### src/core/monitor_cfg_map.vh
// Constants for the monitor configuration and shunt result block.
// Assumes inclusion by its bare name from design and bench files.
`ifndef MONITOR_CFG_MAP_VH
`define MONITOR_CFG_MAP_VH

// ----------------------------------------------------------------------
// Register pointers and reset values
// ----------------------------------------------------------------------
`define PTR_CONFIG        8'h00
`define PTR_SHUNT         8'h01
`define CONFIG_RESET      16'h399f
`define CONFIG_WMASK      16'h7fff

// ----------------------------------------------------------------------
// Configuration field positions
// ----------------------------------------------------------------------
`define CFG_RESET_BIT     15
`define CFG_SPARE_BIT     14
`define CFG_RANGE_BIT     13
`define CFG_GAIN_HI       12
`define CFG_GAIN_LO       11
`define CFG_BUSCNV_HI     10
`define CFG_BUSCNV_LO     7
`define CFG_SHCNV_HI      6
`define CFG_SHCNV_LO      3
`define CFG_MODE_HI       2
`define CFG_MODE_LO       0

// ----------------------------------------------------------------------
// Gain codes and shunt full-scale limits in 10 uV counts
// ----------------------------------------------------------------------
`define GAIN_1            2'h0
`define GAIN_2            2'h1
`define GAIN_4            2'h2
`define GAIN_8            2'h3
`define FS_GAIN_1         16'h0fa0
`define FS_GAIN_2         16'h1f40
`define FS_GAIN_4         16'h3e80
`define FS_GAIN_8         16'h7d00

// ----------------------------------------------------------------------
// Operating modes
// ----------------------------------------------------------------------
`define MODE_POWER_DOWN   3'h0
`define MODE_SHUNT_TRIG   3'h1
`define MODE_BUS_TRIG     3'h2
`define MODE_BOTH_TRIG    3'h3
`define MODE_CONV_OFF     3'h4
`define MODE_SHUNT_CONT   3'h5
`define MODE_BUS_CONT     3'h6
`define MODE_BOTH_CONT    3'h7

// ----------------------------------------------------------------------
// Conversion times in microseconds and clock rate
// ----------------------------------------------------------------------
`define CLK_MHZ           50
`define T9_US             84
`define T10_US            148
`define T11_US            276
`define T12_US            532

`endif

### src/core/monitor_cfg.v
// Configuration register and shunt result register of a current monitor.
// Assumes a serial protocol engine in front that presents decoded byte
// reads and writes on CORE_CLK, and an analog front end giving samples.
//
// Functional notes
// RULE_01 - Writing top bit resets all, self-clears
// RULE_02 - Bit 13 selects 16V or 32V range
// RULE_03 - Bits 12:11 select shunt gain, reset /8
// RULE_04 - Bits 10:7 set bus conversion resolution/averaging
// RULE_05 - Bits 6:3 set shunt conversion resolution/averaging
// RULE_06 - Top bit zero: single 9-12 bit conversion
// RULE_07 - Top bit one: 12-bit or 2-128 averaged
// RULE_08 - Mode field resets to both continuous
// RULE_09 - Mode codes decode to eight operating modes
// RULE_10 - Sign bits count follows gain setting
// RULE_11 - Negative readings two's complement, sign extended
// RULE_12 - Gain /8 full scale 7D00h, 8300h
// RULE_13 - Gain /4 3E80h; /2 1F40h, E0C0h
// RULE_14 - Unity gain full scale 0FA0h
// RULE_15 - Registers move most significant byte first
// RULE_16 - Host waits 4 us before readback
// RULE_17 - Bit 14 stored but has no effect
// RULE_18 - Triggered mode converts once per write
`timescale 1ns/100ps
`default_nettype none
`include "monitor_cfg_map.vh"

module monitor_cfg #(
  parameter SAMPLE_W = 16
) (
  input  wire                CORE_CLK,
  input  wire                RST_N,
  input  wire [7:0]          PTR,
  input  wire                WR_MSB,
  input  wire                WR_LSB,
  input  wire [7:0]          WR_DATA,
  input  wire                RD_MSB,
  input  wire                RD_LSB,
  output reg  [7:0]          RD_DATA,
  input  wire [SAMPLE_W-1:0] SHUNT_SAMPLE,
  input  wire [SAMPLE_W-1:0] BUS_SAMPLE,
  output reg  [15:0]         BUS_RESULT,
  output reg                 BUS_RANGE_32V,
  output reg  [1:0]          SHUNT_GAIN_SELECT,
  output reg                 SHUNT_BUSY,
  output reg                 BUS_BUSY,
  output reg                 SOFT_RESET
);

  // Conversion lengths in clock cycles, kept 32 bits wide and cut on use.
  localparam [31:0] CYC_9  = `T9_US * `CLK_MHZ;
  localparam [31:0] CYC_10 = `T10_US * `CLK_MHZ;
  localparam [31:0] CYC_11 = `T11_US * `CLK_MHZ;
  localparam [31:0] CYC_12 = `T12_US * `CLK_MHZ;

  // --------------------------------------------------------------------
  // Helpers
  // --------------------------------------------------------------------
  // Conversion time in clock cycles for one converter setting.
  function [22:0] conv_cycles;
    input [3:0] setting;
    reg   [22:0] one;
    begin
      case (setting[1:0])
        2'h0:    one = CYC_9[22:0];
        2'h1:    one = CYC_10[22:0];
        2'h2:    one = CYC_11[22:0];
        default: one = CYC_12[22:0];
      endcase
      if (setting[3]) begin
        one = CYC_12[22:0];
        conv_cycles = one << setting[2:0]; // [RULE_07]
      end else begin
        conv_cycles = one; // [RULE_06]
      end
    end
  endfunction

  // Clamps a reading to the gain range; in-range readings pass unchanged.
  function [15:0] shunt_format;
    input [15:0] raw;
    input [1:0]  gain;
    reg   [15:0] fs;
    begin
      case (gain)
        `GAIN_1: fs = `FS_GAIN_1; // [RULE_14]
        `GAIN_2: fs = `FS_GAIN_2; // [RULE_13]
        `GAIN_4: fs = `FS_GAIN_4; // [RULE_13]
        default: fs = `FS_GAIN_8; // [RULE_12]
      endcase
      if (!raw[15] && raw > fs)
        shunt_format = fs; // [RULE_10]
      else if (raw[15] && (~raw + 16'h0001) > fs)
        shunt_format = ~fs + 16'h0001; // [RULE_11]
      else
        shunt_format = raw;
    end
  endfunction

  // --------------------------------------------------------------------
  // Configuration register
  // --------------------------------------------------------------------
  reg  [15:0] config_reg;
  reg  [7:0]  msb_hold;
  reg  [15:0] shunt_result;
  reg         trig_pend;
  wire        cfg_write = WR_LSB && (PTR == `PTR_CONFIG);
  wire [15:0] cfg_word  = {msb_hold, WR_DATA};
  wire        do_reset  = cfg_write && cfg_word[`CFG_RESET_BIT];
  wire [2:0]  mode      = config_reg[`CFG_MODE_HI:`CFG_MODE_LO];
  wire [1:0]  gain      = config_reg[`CFG_GAIN_HI:`CFG_GAIN_LO];

  always @(posedge CORE_CLK) begin
    if (!RST_N || SOFT_RESET) begin
      config_reg <= `CONFIG_RESET; // [RULE_08]
      msb_hold   <= 8'h00;
      trig_pend  <= 1'b0;
    end else begin
      if (WR_MSB)
        msb_hold <= WR_DATA; // [RULE_15]
      if (cfg_write && !do_reset) begin
        // Bit 15 reads back zero; bit 14 is plain storage.
        config_reg <= cfg_word & `CONFIG_WMASK; // [RULE_17]
        trig_pend  <= 1'b1; // [RULE_18]
      end else begin
        trig_pend <= 1'b0;
      end
    end
  end

  // Soft reset pulses one cycle and loads reset values into every register except RD_DATA. [RULE_01]
  always @(posedge CORE_CLK) begin
    if (!RST_N)
      SOFT_RESET <= 1'b0;
    else
      SOFT_RESET <= do_reset; // [RULE_01]
  end

  always @(posedge CORE_CLK) begin
    if (!RST_N || SOFT_RESET) begin
      BUS_RANGE_32V     <= 1'b1;
      SHUNT_GAIN_SELECT <= `GAIN_8;
    end else begin
      BUS_RANGE_32V     <= config_reg[`CFG_RANGE_BIT]; // [RULE_02]
      SHUNT_GAIN_SELECT <= gain; // [RULE_03]
    end
  end

  // --------------------------------------------------------------------
  // Conversion sequencing
  // --------------------------------------------------------------------
  reg  [22:0] sh_cnt;
  reg  [22:0] bus_cnt;
  wire        sh_en  = mode[0] && mode != `MODE_CONV_OFF; // [RULE_09]
  wire        bus_en = mode[1]; // [RULE_09]
  wire        cont   = mode[2]; // [RULE_09]

  always @(posedge CORE_CLK) begin
    if (!RST_N || SOFT_RESET) begin
      sh_cnt       <= 23'h000000;
      bus_cnt      <= 23'h000000;
      SHUNT_BUSY   <= 1'b0;
      BUS_BUSY     <= 1'b0;
      shunt_result <= 16'h0000;
      BUS_RESULT   <= 16'h0000;
    end else begin
      // Shunt converter. [RULE_05]
      if (!sh_en) begin
        SHUNT_BUSY <= 1'b0;
      end else if (SHUNT_BUSY) begin
        if (sh_cnt == 23'h000001) begin
          shunt_result <= shunt_format(SHUNT_SAMPLE[15:0], gain);
          SHUNT_BUSY   <= cont;
          sh_cnt <= conv_cycles(config_reg[`CFG_SHCNV_HI:`CFG_SHCNV_LO]);
        end else begin
          sh_cnt <= sh_cnt - 23'h000001;
        end
      end else if (cont || trig_pend) begin
        SHUNT_BUSY <= 1'b1; // [RULE_18]
        sh_cnt <= conv_cycles(config_reg[`CFG_SHCNV_HI:`CFG_SHCNV_LO]);
      end
      // Bus converter. [RULE_04]
      if (!bus_en) begin
        BUS_BUSY <= 1'b0;
      end else if (BUS_BUSY) begin
        if (bus_cnt == 23'h000001) begin
          BUS_RESULT <= BUS_SAMPLE[15:0];
          BUS_BUSY   <= cont;
          bus_cnt <= conv_cycles(config_reg[`CFG_BUSCNV_HI:`CFG_BUSCNV_LO]);
        end else begin
          bus_cnt <= bus_cnt - 23'h000001;
        end
      end else if (cont || trig_pend) begin
        BUS_BUSY <= 1'b1; // [RULE_18]
        bus_cnt <= conv_cycles(config_reg[`CFG_BUSCNV_HI:`CFG_BUSCNV_LO]);
      end
    end
  end

  // --------------------------------------------------------------------
  // Read path
  // --------------------------------------------------------------------
  reg [15:0] rd_word;
  always @* begin
    case (PTR)
      `PTR_CONFIG: rd_word = config_reg;
      `PTR_SHUNT:  rd_word = shunt_result;
      default:     rd_word = 16'h0000;
    endcase
  end

  always @(posedge CORE_CLK) begin
    if (!RST_N)
      RD_DATA <= 8'h00;
    else if (RD_MSB)
      RD_DATA <= rd_word[15:8]; // [RULE_15]
    else if (RD_LSB)
      RD_DATA <= rd_word[7:0]; // [RULE_15]
  end

endmodule
`default_nettype wire

### config.mk
export PLATFORM = sky130hd
export DESIGN_NAME = monitor_cfg
export DESIGN_NICKNAME = d
export VERILOG_FILES = /design/src/core/monitor_cfg.v
export VERILOG_INCLUDE_DIRS = /design/src /design/src/core
export SDC_FILE = /design/constraint.sdc
export NUM_CORES = 1
export LEC_CHECK = 0
export BUFFER_PORTS_ARGS = -buffer_cell sky130_fd_sc_hd__clkbuf_2
export CORE_MARGIN = 2
export CORE_UTILIZATION = 50
export CTS_CLUSTER_SIZE = 40
export DETAILED_ROUTE_END_ITERATION = 8
export GPL_TIMING_DRIVEN = 0
export PLACE_DENSITY = 0.8
export SYNTH_ARGS = -nofsm -noshare
export SYNTH_HDL_FRONTEND = slang
export SYNTH_SLANG_ARGS = --single-unit
### constraint.sdc
create_clock -name CORE_CLK -period 4.1 [get_ports CORE_CLK]
set_input_delay 0.615 -clock CORE_CLK [delete_from_list [all_inputs] [get_ports CORE_CLK]]
set_output_delay 0.615 -clock CORE_CLK [all_outputs]
set_load 0.01 [all_outputs]
==> impl_results.md, run 1 <==
- Status: complete, no violations
- Drt wl/cell: around 17 um
- Max transition margin: 0.2374
- Comb power frac: 0.111
- Root Buffer: clkbuf_16
- First-pass GRT wire length: between 30000 and 40000 um
- Largest registers: bus_cnt: 23 flops, sh_cnt: 23 flops
- Clk_lat worst skew: approximately 420 ps
- Max Fclk: 273.7 MHz
- Reg-to-reg setup timing slack: between 800 and 900 ps
- Final #Nets: between 1000 and 1500
- Critical Path Start: SHUNT_SAMPLE[4]
- Leakage: between 0.003 and 0.004 uW
- # IOs: 84
- RSZ-0062 raised after global routing: false
- CTS tree: done
- Mapped Nets: roughly 1000
- WS Path Type: in -> reg
- Final cell count without fillers: approximately 1200
- Synth unique cells: 76
- Final hold vios: 0
- Final Hold Slack: between 400 and 500 ps
- CTS Buf Count: 17
- Initial antenna violation count: 0
- GRT Total Usage: 0.2790
- Post-CTS Hold Buffers: 0
- P per Cell Area: around 360 nW/um2
- Die ar.: approximately 15000 um2
- Vias in the first global route: ~6700
- Number of synthesized flops with an enable pin: 0
- WP data required: between 4000 and 5000 ps
- Row count: 43
- Syn avg cell area: roughly 7.7 um2
- CP endpoint kind: flip-flop
- Post-cts resize count: 0
- Die height: about 120 um
- Fillers: around 1300
- Worst EP arrival: about 4000 ps
- CP Max Fanout: 5
- Final wirelength: 20170 um
- Pre-CTS setup slack: around 36 ps
- CP startpoint kind: input port
- Fin util: 0.5932
- Register area share after synthesis: 0.3330
- GPL Wtd Cong: approximately 1
- Area growth from synthesis to layout: 17.15%
- Pint: between 2000 and 2500 uW
- Worst setup margin: ~450 ps
- Worst R2R End: shunt_result[6]
- Tightest Pin Transition: approximately 1100 ps
- Net Switching: around 740 uW
- DR vias: slightly above 7000
- Share of layout cells above drive strength 1: 0.1506
- Number of post-CTS setup repair buffers: 0
- Total grt overflow: 0
- Synth Register Bits: about 120
- # clock sinks: between 100 and 150
- DR iter-0 viols: 810
- Reg clk slew, reported paths: approximately 50 ps
- Sequential share of power: 0.405
- Die span in x: roughly 120 um
- CP Capture Point: shunt_result[6]
- Post-DP HPWL: ~14000 um
- Post-Syn Instances: 900
- Remaining DRCs: 0
- Switching portion of total power: 0.2489
- Drt first pass iters: 6
- Via/cell ratio: a little over 6
- Clk_skew: 11.33 ps
- ANT cells: 0
- Fin crit share: 0.8912
- Peak VDD IR: ~0.3 mV
- # H-tree levels: 4
- DRT antenna net count: 0
- Worst hold path class: in -> reg
- # setup viols final: 0
- Starting Density: 0.5064
- Max-Cap Viols: 0
- Clock power share: 0.484
- Core footprint: approximately 14000 um2
- Synthesized cell area: 6974 um2
- Port bufs: 80
- Setup TNS Final: 0 ps
- Worst-case reg-to-reg path depth: 11
- Ys async rst share: 0
- Largest net degree at the start of global routing: 17
- Ys flop type: dfxtp_1
- R2r startpoint: config_reg[11]
- Tmin final: approximately 3700 ps
- Pins Over Slew Limit: 0
- Max clock buf depth: 2
- Placed cell count: 1160
- Ys Warns: 0
[metal layers]
metal,share of wire,up-vias,GRT usage
li1,-,3484,-
met1,0.44,3409,0.3680
met2,0.47,308,0.4501
met3,0.067,56,0.05993
met4,0.025,0,0.1006
met5,0,-,0
[final cells by class]
cell class / instances / area, um2 / share of cell area
Inverter: 19 / 71.32 / 0.008729
Clock inverter: 4 / 45.04 / 0.005513
Clock buffer: 25 / 525.5 / 0.06432
Tap cell: 180 / 225.2 / 0.02757
Buffer: 57 / 257.7 / 0.03155
Timing Repair Buffer: 80 / 400.4 / 0.04900
Sequential cell: 116 / 2322 / 0.2842
Multi-Input combinational cell: 708 / 4323 / 0.5291
[worst min path at each step]
stage / from / to / slack [ps] / cells after the start
6_report: BUS_SAMPLE[10] / BUS_RESULT[10] / 420 / 3
5_1_grt: BUS_SAMPLE[5] / BUS_RESULT[5] / 400 / 3
2_1_floorplan: shunt_result[13] / shunt_result[13] / 420 / 2
3_3_place_gp: BUS_RESULT[11] / BUS_RESULT[11] / 440 / 2
3_5_place_dp: msb_hold[2] / config_reg[10] / 450 / 2
4_1_cts: BUS_SAMPLE[10] / BUS_RESULT[10] / 410 / 3
[placed cells by master, fill, tap and decap left out, types with 8 or more instances in the layout]
| master | instances |
|---|---|
| a21boi_0 | 9 |
| a21oi_1 | 82 |
| a22oi_1 | 15 |
| a31oi_1 | 16 |
| clkbuf_1 | 43 |
| clkbuf_16 | 17 |
| clkbuf_2 | 80 |
| dfxtp_1 | 116 |
| ha_1 | 38 |
| inv_1 | 19 |
| mux2_2 | 8 |
| mux2i_1 | 14 |
| nand2_1 | 141 |
| nand2b_1 | 11 |
| nand3_1 | 27 |
| nand4_1 | 9 |
| nor2_1 | 76 |
| nor2b_1 | 11 |
| nor3_1 | 29 |
| nor4_1 | 13 |
| o211ai_1 | 15 |
| o21ai_0 | 70 |
| o31ai_1 | 9 |
[critical path, stage by stage]
cell	delay (ps)
clkbuf_2	90
or2_1	260
nor4_2	490
nand2_1	190
nor4_1	380
xnor2_1	140
ha_1	320
nand4b_1	140
nor3_1	170
nand4_1	130
and2_1	250
a21oi_1	360
mux2_4	350
a21oi_2	120
[power by group through the flow]
stage	Clock, uW	Combinational, uW	Sequential [uW]
2_1_floorplan	0	221	1210
3_3_place_gp	0	312	1220
3_5_place_dp	0	318	1220
4_1_cts	1450	321	1200
5_1_grt	1500	362	1200
6_report	1430	327	1200
[Yosys cell counts (7+ instances only)]
cell type / instances / share of area
nand2b_1: 11 / 0.0099
nor3_1: 29 / 0.021
nor2b_1: 11 / 0.0099
o31ai_1: 9 / 0.0097
a21boi_0: 9 / 0.0097
and3_1: 7 / 0.0063
mux2i_1: 14 / 0.020
inv_1: 19 / 0.010
nand3_1: 27 / 0.019
nand2_1: 141 / 0.076
mux2_2: 8 / 0.013
a21oi_1: 82 / 0.059
o21ai_0: 70 / 0.050
a22oi_1: 15 / 0.016
o211ai_1: 15 / 0.016
nor2_1: 76 / 0.041
nor4_1: 13 / 0.012
nand4_1: 9 / 0.0081
ha_1: 38 / 0.068
a31oi_1: 16 / 0.014
a22o_1: 7 / 0.0088
dfxtp_1: 116 / 0.33
clkbuf_1: 42 / 0.023
[through the flow]
| stage | instance area, um2 | power (uW) |
|---|---|---|
| floorplan | 6974 | 1433 |
| global placement | 7600 | 1530 |
| detailed placement | 7600 | 1536 |
| CTS | 8170 | 2963 |
| global route | 8170 | 3064 |
| finish | 8170 | 2957 |
[cell families (layout without fill, tap and decap cells)]
kind of cell / Yosys count / in the layout / synth area share
AOI/OAI and AO/OA: 277 / 277 / 0.2562
xor gates and xnor gates: 7 / 7 / 0.008791
adders and majority gates: 38 / 38 / 0.06817
buffers and inverters: 76 / 185 / 0.04718
DFF: 116 / 116 / 0.3330
muxes: 23 / 23 / 0.03516
and+or+nand+nor: 363 / 363 / 0.2515
Power figures use the tool's default switching activity.
==> inputs of run 2 (changes only) <==
--- a/config.mk
+++ b/config.mk
@@ -6,12 +6,14 @@
 export SDC_FILE = /design/constraint.sdc
 export NUM_CORES = 1
 export LEC_CHECK = 0
+export ABC_AREA = 1
 export BUFFER_PORTS_ARGS = -buffer_cell sky130_fd_sc_hd__clkbuf_2
 export CORE_MARGIN = 2
 export CORE_UTILIZATION = 50
 export CTS_CLUSTER_SIZE = 40
 export DETAILED_ROUTE_END_ITERATION = 8
 export GPL_TIMING_DRIVEN = 0
+export HOLD_SLACK_MARGIN = 0.06
 export PLACE_DENSITY = 0.8
 export SYNTH_ARGS = -nofsm -noshare
 export SYNTH_HDL_FRONTEND = slang
==> constraint.sdc (replaced) <==
create_clock -name CORE_CLK -period 4.1 [get_ports CORE_CLK]
set_input_delay 0.82 -clock CORE_CLK [delete_from_list [all_inputs] [get_ports CORE_CLK]]
set_output_delay 0.82 -clock CORE_CLK [all_outputs]
set_load 0.01 [all_outputs]
==> run 2 against run 1 <==
  * Combinational power is 7.0% higher
  * Register-to-register slack better by 460 ps
  * Global-route usage decreased by 1.2 points
  * Die area is 3.8% higher
  * Final area up 3.2%
  * Largest power group unchanged
==> impl_results.md, run 2 <==
- Tmin final: 2903 ps
- WS Path Type: in -> reg
- Sequential Area: 2322 um2
- Ys flop type: dfxtp_1
- Ys async rst share: 0
- Share of layout cells above drive strength 1: 0.1383
- CP Capture Point: shunt_result[13]
- ANT cells: 0
- Final wirelength: approximately 21000 um
- CTS Buf Count: 17
- Synth Register Bits: 116
- Largest registers: bus_cnt: 23 flops, sh_cnt: 23 flops
- # clock sinks: approximately 120
- CTS tree: done
- Max transition margin: 0.4540
- Post-DP HPWL: 15500 um
- Final hold vios: 0
- Via/cell ratio: 5.601
- Die span in x: between 100 and 150 um
- Footprint of the multi-input gates: about 4300 um2
- Reg clk slew, reported paths: ~60 ps
- Post-CTS Hold Buffers: 0
- WP data required: about 4500 ps
- Mapped Nets: between 1000 and 1500
- Most common cell after layout, fill and taps aside: nand2_1
- Initial antenna violation count: 0
- RSZ-0062 raised after global routing: false
- Peak VDD IR: roughly 0.31 mV
- Worst hold path class: reg -> reg
- Max-Cap Viols: 0
- DR iter-0 viols: about 680
- Worst EP arrival: roughly 3300 ps
- Final cell count without fillers: between 1000 and 1500
- Tightest Pin Transition: between 800 and 900 ps
- P per Cell Area: about 350 nW/um2
- Top area cells in the synthesized netlist: dfxtp_1 (32%), nand2_1 (10%), ha_1 (6.6%), inv_1 (6.1%), a21oi_1 (5.9%)
- # setup viols final: 0
- Placed cell count: 1323
- Drt first pass iters: 5
- Vias in the first global route: 6926
- Status: complete, no violations
- DRT antenna net count: 0
- Total grt overflow: 0
- GPL Wtd Cong: between 0.9 and 1
- Number of synthesized flops with an enable pin: 0
- Remaining DRCs: 0
- Final Hold Slack: 460.7 ps
- Fin crit share: 0.7080
- Core footprint: approximately 14000 um2
- Pins Over Slew Limit: 0
- Leakage: 0.003820 uW
- Reg-to-reg setup timing slack: about 1300 ps
- Critical Path Start: SHUNT_SAMPLE[8]
- Setup TNS Final: 0 ps
- Ys Warns: 0
- Max Fclk: ~340 MHz
- Clk_skew: 10.38 ps
- Post-synth top area cell: dfxtp_1
- # IOs: 84
- R2r startpoint: config_reg[11]
- Post-Syn Instances: 1059
- GRT Total Usage: 0.2675
- Synth unique cells: 52
- Post-cts resize count: 0
- CP Max Fanout: 10
- Drt wl/cell: 15.33 um
- CP endpoint kind: flip-flop
- Clk_lat worst skew: around 430 ps
- First-pass GRT wire length: 33950 um
- Port bufs: 80
- Worst R2R End: shunt_result[13]
- Most numerous cell in the Yosys netlist: nand2_1
- Row count: 44
- Post-synth top area share: 0.3203
- # H-tree levels: 4
- Die height: between 100 and 150 um
- Root Buffer: clkbuf_16
- Fillers: ~1300
- Synth top cells by count: nand2_1 (198), inv_1 (118), dfxtp_1 (116), nor2_1 (108), a21oi_1 (85)
- Syn avg cell area: just under 7 um2
- DR vias: around 7600
- CP startpoint kind: input port
- Die ar.: between 15000 and 20000 um2
- Number of post-CTS setup repair buffers: 0
- Largest net degree at the start of global routing: 17
- Starting Density: 0.5045
- Register area share after synthesis: 0.3203
- Most frequent cells in the layout: nand2_1 (198), inv_1 (118), dfxtp_1 (116)
- Hold Path Origin: msb_hold[1]
- Final #Nets: ~1300
- Max clock buf depth: 2
- Synthesized cell area: around 7200 um2
- Area growth from synthesis to layout: 16.36%
- Worst-case reg-to-reg path depth: 12
[run 2: changes by cell type after synthesis, sizes merged, moves of 12 or more]
cell / delta
xor2: +21
a22oi: -12
mux2i: -14
inv: +101
nor2: +41
nand3: +42
nand2: +67
[run 2: cell type report]
type	count	share of cell area
multi-input cells	775	0.5058
flip-flops and latches	116	0.2753
repair buffers	80	0.04746
clock inverters	12	0.01290
clock buffers	20	0.05295
well taps	184	0.02729
plain buffers	46	0.02403
inverters	122	0.05429
[run 2: critical path, cell delays in order]
cell	delay (ps)
clkbuf_2	140
nor2_2	170
nand3b_1	110
nor4_1	430
xor2_1	180
inv_1	60
ha_1	260
and3_1	150
nand2_2	80
nor2_4	150
nand2_2	80
nand2_4	110
nand2_4	90
buf_6	160
nand3_2	50
nand2_1	100
a21oi_2	130
[run 2: cell families (layout without fill, tap and decap cells)]
group,after synthesis,count (layout),share of synthesized area
AND/OR/NAND/NOR,479,479,0.3053
AO/OA/AOI/OAI,230,230,0.1838
buffers and inverters,168,280,0.09113
flip-flops,116,116,0.3203
adder cells (fa/ha/maj),38,38,0.06559
XOR/XNOR,28,28,0.03383
[run 2: report_power, final]
| group | total, uW | switching (uW) | internal, uW |
|---|---|---|---|
| clock | 1400 | 557 | 845 |
| sequential | 1200 | 36.2 | 1160 |
| combinational | 350 | 227 | 123 |
[run 2: worst min-delay path by stage]
| stage | endpoint | slack, ps | cells past startpoint |
|---|---|---|---|
| finish | msb_hold[1] | 460 | 2 |
| global route | config_reg[14] | 480 | 2 |
| CTS | msb_hold[1] | 460 | 2 |
| detailed placement | msb_hold[1] | 450 | 2 |
| global placement | config_reg[14] | 450 | 2 |
| floorplan | BUS_RANGE_32V | 410 | 2 |
[run 2: per-stage QoR]
| stage | area (um2) | worst slack [ps] | util | total power, uW |
|---|---|---|---|---|
| floorplan | 7249 | 1253 | - | 1455 |
| global placement | 7880 | 801.2 | 0.5484 | 1557 |
| detailed placement | 7880 | 783.5 | 0.5484 | 1563 |
| CTS | 8436 | 1213 | 0.5871 | 2939 |
| global route | 8436 | 857.3 | 0.5871 | 3044 |
| finish | 8436 | 1197 | 0.5871 | 2951 |
[run 2: per-layer routing]
layer	wire (um)	track usage
met4	545	0.09848
met3	1489	0.05498
met1	9252	0.3577
met5	0	0
met2	9480	0.4275
==> inputs of run 3 (changes only) <==
--- a/config.mk
+++ b/config.mk
@@ -14,7 +14,7 @@
 export DETAILED_ROUTE_END_ITERATION = 8
 export GPL_TIMING_DRIVEN = 0
 export HOLD_SLACK_MARGIN = 0.06
-export PLACE_DENSITY = 0.8
+export PLACE_DENSITY = 0.83
 export SYNTH_ARGS = -nofsm -noshare
 export SYNTH_HDL_FRONTEND = slang
 export SYNTH_SLANG_ARGS = --single-unit
==> constraint.sdc (replaced) <==
create_clock -name CORE_CLK -period 2.65 [get_ports CORE_CLK]
set_input_delay 0.53 -clock CORE_CLK [delete_from_list [all_inputs] [get_ports CORE_CLK]]
set_output_delay 0.53 -clock CORE_CLK [all_outputs]
set_load 0.01 [all_outputs]
==> run 3 against run 2 <==
  * Final area rose by 1.5%
  * Die area did not move
  * Largest cell class unchanged
  * Register-to-register slack got worse by 1100 ps
  * Wire length rose by 1.9%
  * Clock skew fell by 2.2 ps
  * Setup slack got worse by 1100 ps
  * Flip-flop and latch count did not move
  * Combinational power rose by 59%
  * Hold slack got worse by 110 ps
==> impl_results.md, run 3 (synthesis gave the netlist of run 2 again) <==
- Vias in the first global route: approximately 7300
- Row count: 44
- Starting Density: 0.5045
- Area growth from synthesis to layout: 18.09%
- P per Cell Area: approximately 550 nW/um2
- Most frequent cells in the layout: nand2_1 (197), inv_1 (116), dfxtp_1 (115)
- DR vias: 7683
- Total grt overflow: 0
- Drt wl/cell: roughly 16 um
- Worst setup margin: 134.8 ps
- Max-Cap Viols: 0
- Remaining DRCs: 0
- DR iter-0 viols: around 840
- # IOs: 84
- DRT antenna net count: 0
- Max Fclk: between 300 and 400 MHz
- WS Path Type: in -> reg
- Largest registers: bus_cnt: 23 flops, sh_cnt: 23 flops
- WP data required: a little under 3000 ps
- Root Buffer: clkbuf_16
- Clk_lat worst skew: between 400 and 500 ps
- # setup viols final: 0
- Worst hold path depth: 3
- Final wirelength: 21160 um
- Initial antenna violation count: 0
- Via/cell ratio: 5.658
- Worst R2R End: shunt_result[7]
- Reg-to-reg setup timing slack: around 190 ps
- CTS tree: done
- Die span in x: roughly 120 um
- First-pass GRT wire length: about 35000 um
- CP Max Fanout: 5
- Post-DP HPWL: approximately 15000 um
- Hold EP: config_reg[2]
- Status: complete, no violations
- Share of layout cells above drive strength 1: 0.1533
- Drt first pass iters: 8
- Final #Nets: between 1000 and 1500
- Leakage: 0.003843 uW
- CTS Buf Count: 17
- Max clock buf depth: 2
- DP Area: 7880 um2
- Largest net degree at the start of global routing: 17
- GRT Total Usage: 0.2734
- Worst EP arrival: ~2800 ps
- Tmin final: 2515 ps
- Core footprint: ~14000 um2
- Pre-CTS setup slack: -367.1 ps
- GPL Wtd Cong: about 0.97
- Final hold vios: 0
- CP startpoint kind: input port
- Die height: approximately 120 um
- Tightest Pin Transition: 785.6 ps
- Fin crit share: 0.9491
- # clock sinks: about 120
- Max transition margin: 0.4762
- ANT cells: 0
- Hold Path Origin: WR_DATA[2]
- Most common cell after layout, fill and taps aside: nand2_1
- CP endpoint kind: flip-flop
- Clk_skew: slightly above 8 ps
- Post-CTS Hold Buffers: 0
- Peak VDD IR: ~0.4 mV
- Die ar.: ~15000 um2
- R2r startpoint: config_reg[12]
- Reg clk slew, reported paths: 60 ps
- # H-tree levels: 4
- Port bufs: 80
- Worst hold path class: in -> reg
- Pins Over Slew Limit: 0
- Worst-case reg-to-reg path depth: 13
- Final instance area: approximately 8600 um2
## run 3: metrics by stage
stage                     cells  hold WS [ps]  utilization  total power [uW]  setup TNS [ps]
after detailed placement   1323         444.8       0.5484              2419           -4480
after floorplan            1059         408.9            -              2251               0
final                      1358         350.3       0.5958              4695               0
after CTS                  1355         340.6       0.5898              4682               0
after global placement     1323         438.2       0.5484              2407           -4123
after global routing       1358         366.9       0.5958              4864          -204.9
## run 3: how the worst max path moves through the flow
stage / slack (ps) / to / cells after the start / start
after floorplan: 90 / shunt_result[10] / 18 / SHUNT_SAMPLE[1]
after global placement: -340 / shunt_result[13] / 17 / SHUNT_SAMPLE[8]
after detailed placement: -370 / shunt_result[13] / 17 / SHUNT_SAMPLE[8]
after CTS: 50 / shunt_result[13] / 13 / config_reg[11]
after global routing: -60 / shunt_result[14] / 19 / SHUNT_SAMPLE[5]
final: 130 / shunt_result[14] / 19 / SHUNT_SAMPLE[5]
## run 3: per-layer routing
metal / part of all wire / wire length [um] / track usage
met2: 0.47 / 9972 / 0.4365
met4: 0.029 / 606 / 0.1150
met1: 0.42 / 8836 / 0.3548
met3: 0.082 / 1740 / 0.06443
met5: 0 / 0 / 0
## run 3: area by class of cell
class	instances	area [um2]
Fill cell	1287	5808
Multi-Input combinational cell	775	4335
Sequential cell	116	2323
Inverter	122	457.9
Clock buffer	18	429.2
Timing Repair Buffer	83	422.9
Tap cell	184	230.2
Buffer	46	206.4
Clock inverter	14	155.1
## run 3: worst max-delay path, stage by stage
cell	delay [ps]
clkbuf_2	130
nor2_2	130
nand2_2	80
nor2_4	160
nand2_1	110
nor2_2	160
nand2_1	70
nand2_1	50
nand2_1	50
inv_1	50
ha_1	220
and3_1	200
nand2_2	100
nor2_4	60
a21oi_4	230
buf_4	170
nand3_1	90
nand3_1	140
a21oi_1	70
## run 3: what timing repair did
action                                  CTS  global route
endpoints found under the setup margin   14            15
setup buffers                             0             3
pin swaps                                 0             5
resized for setup                         3            16
## run 3: report_power, final
group	switching, uW	total (uW)	internal (uW)
Sequential	56.1	1860	1800
Clock	895	2280	1390
Combinational	360	555	195
Total	1310	4690	3380
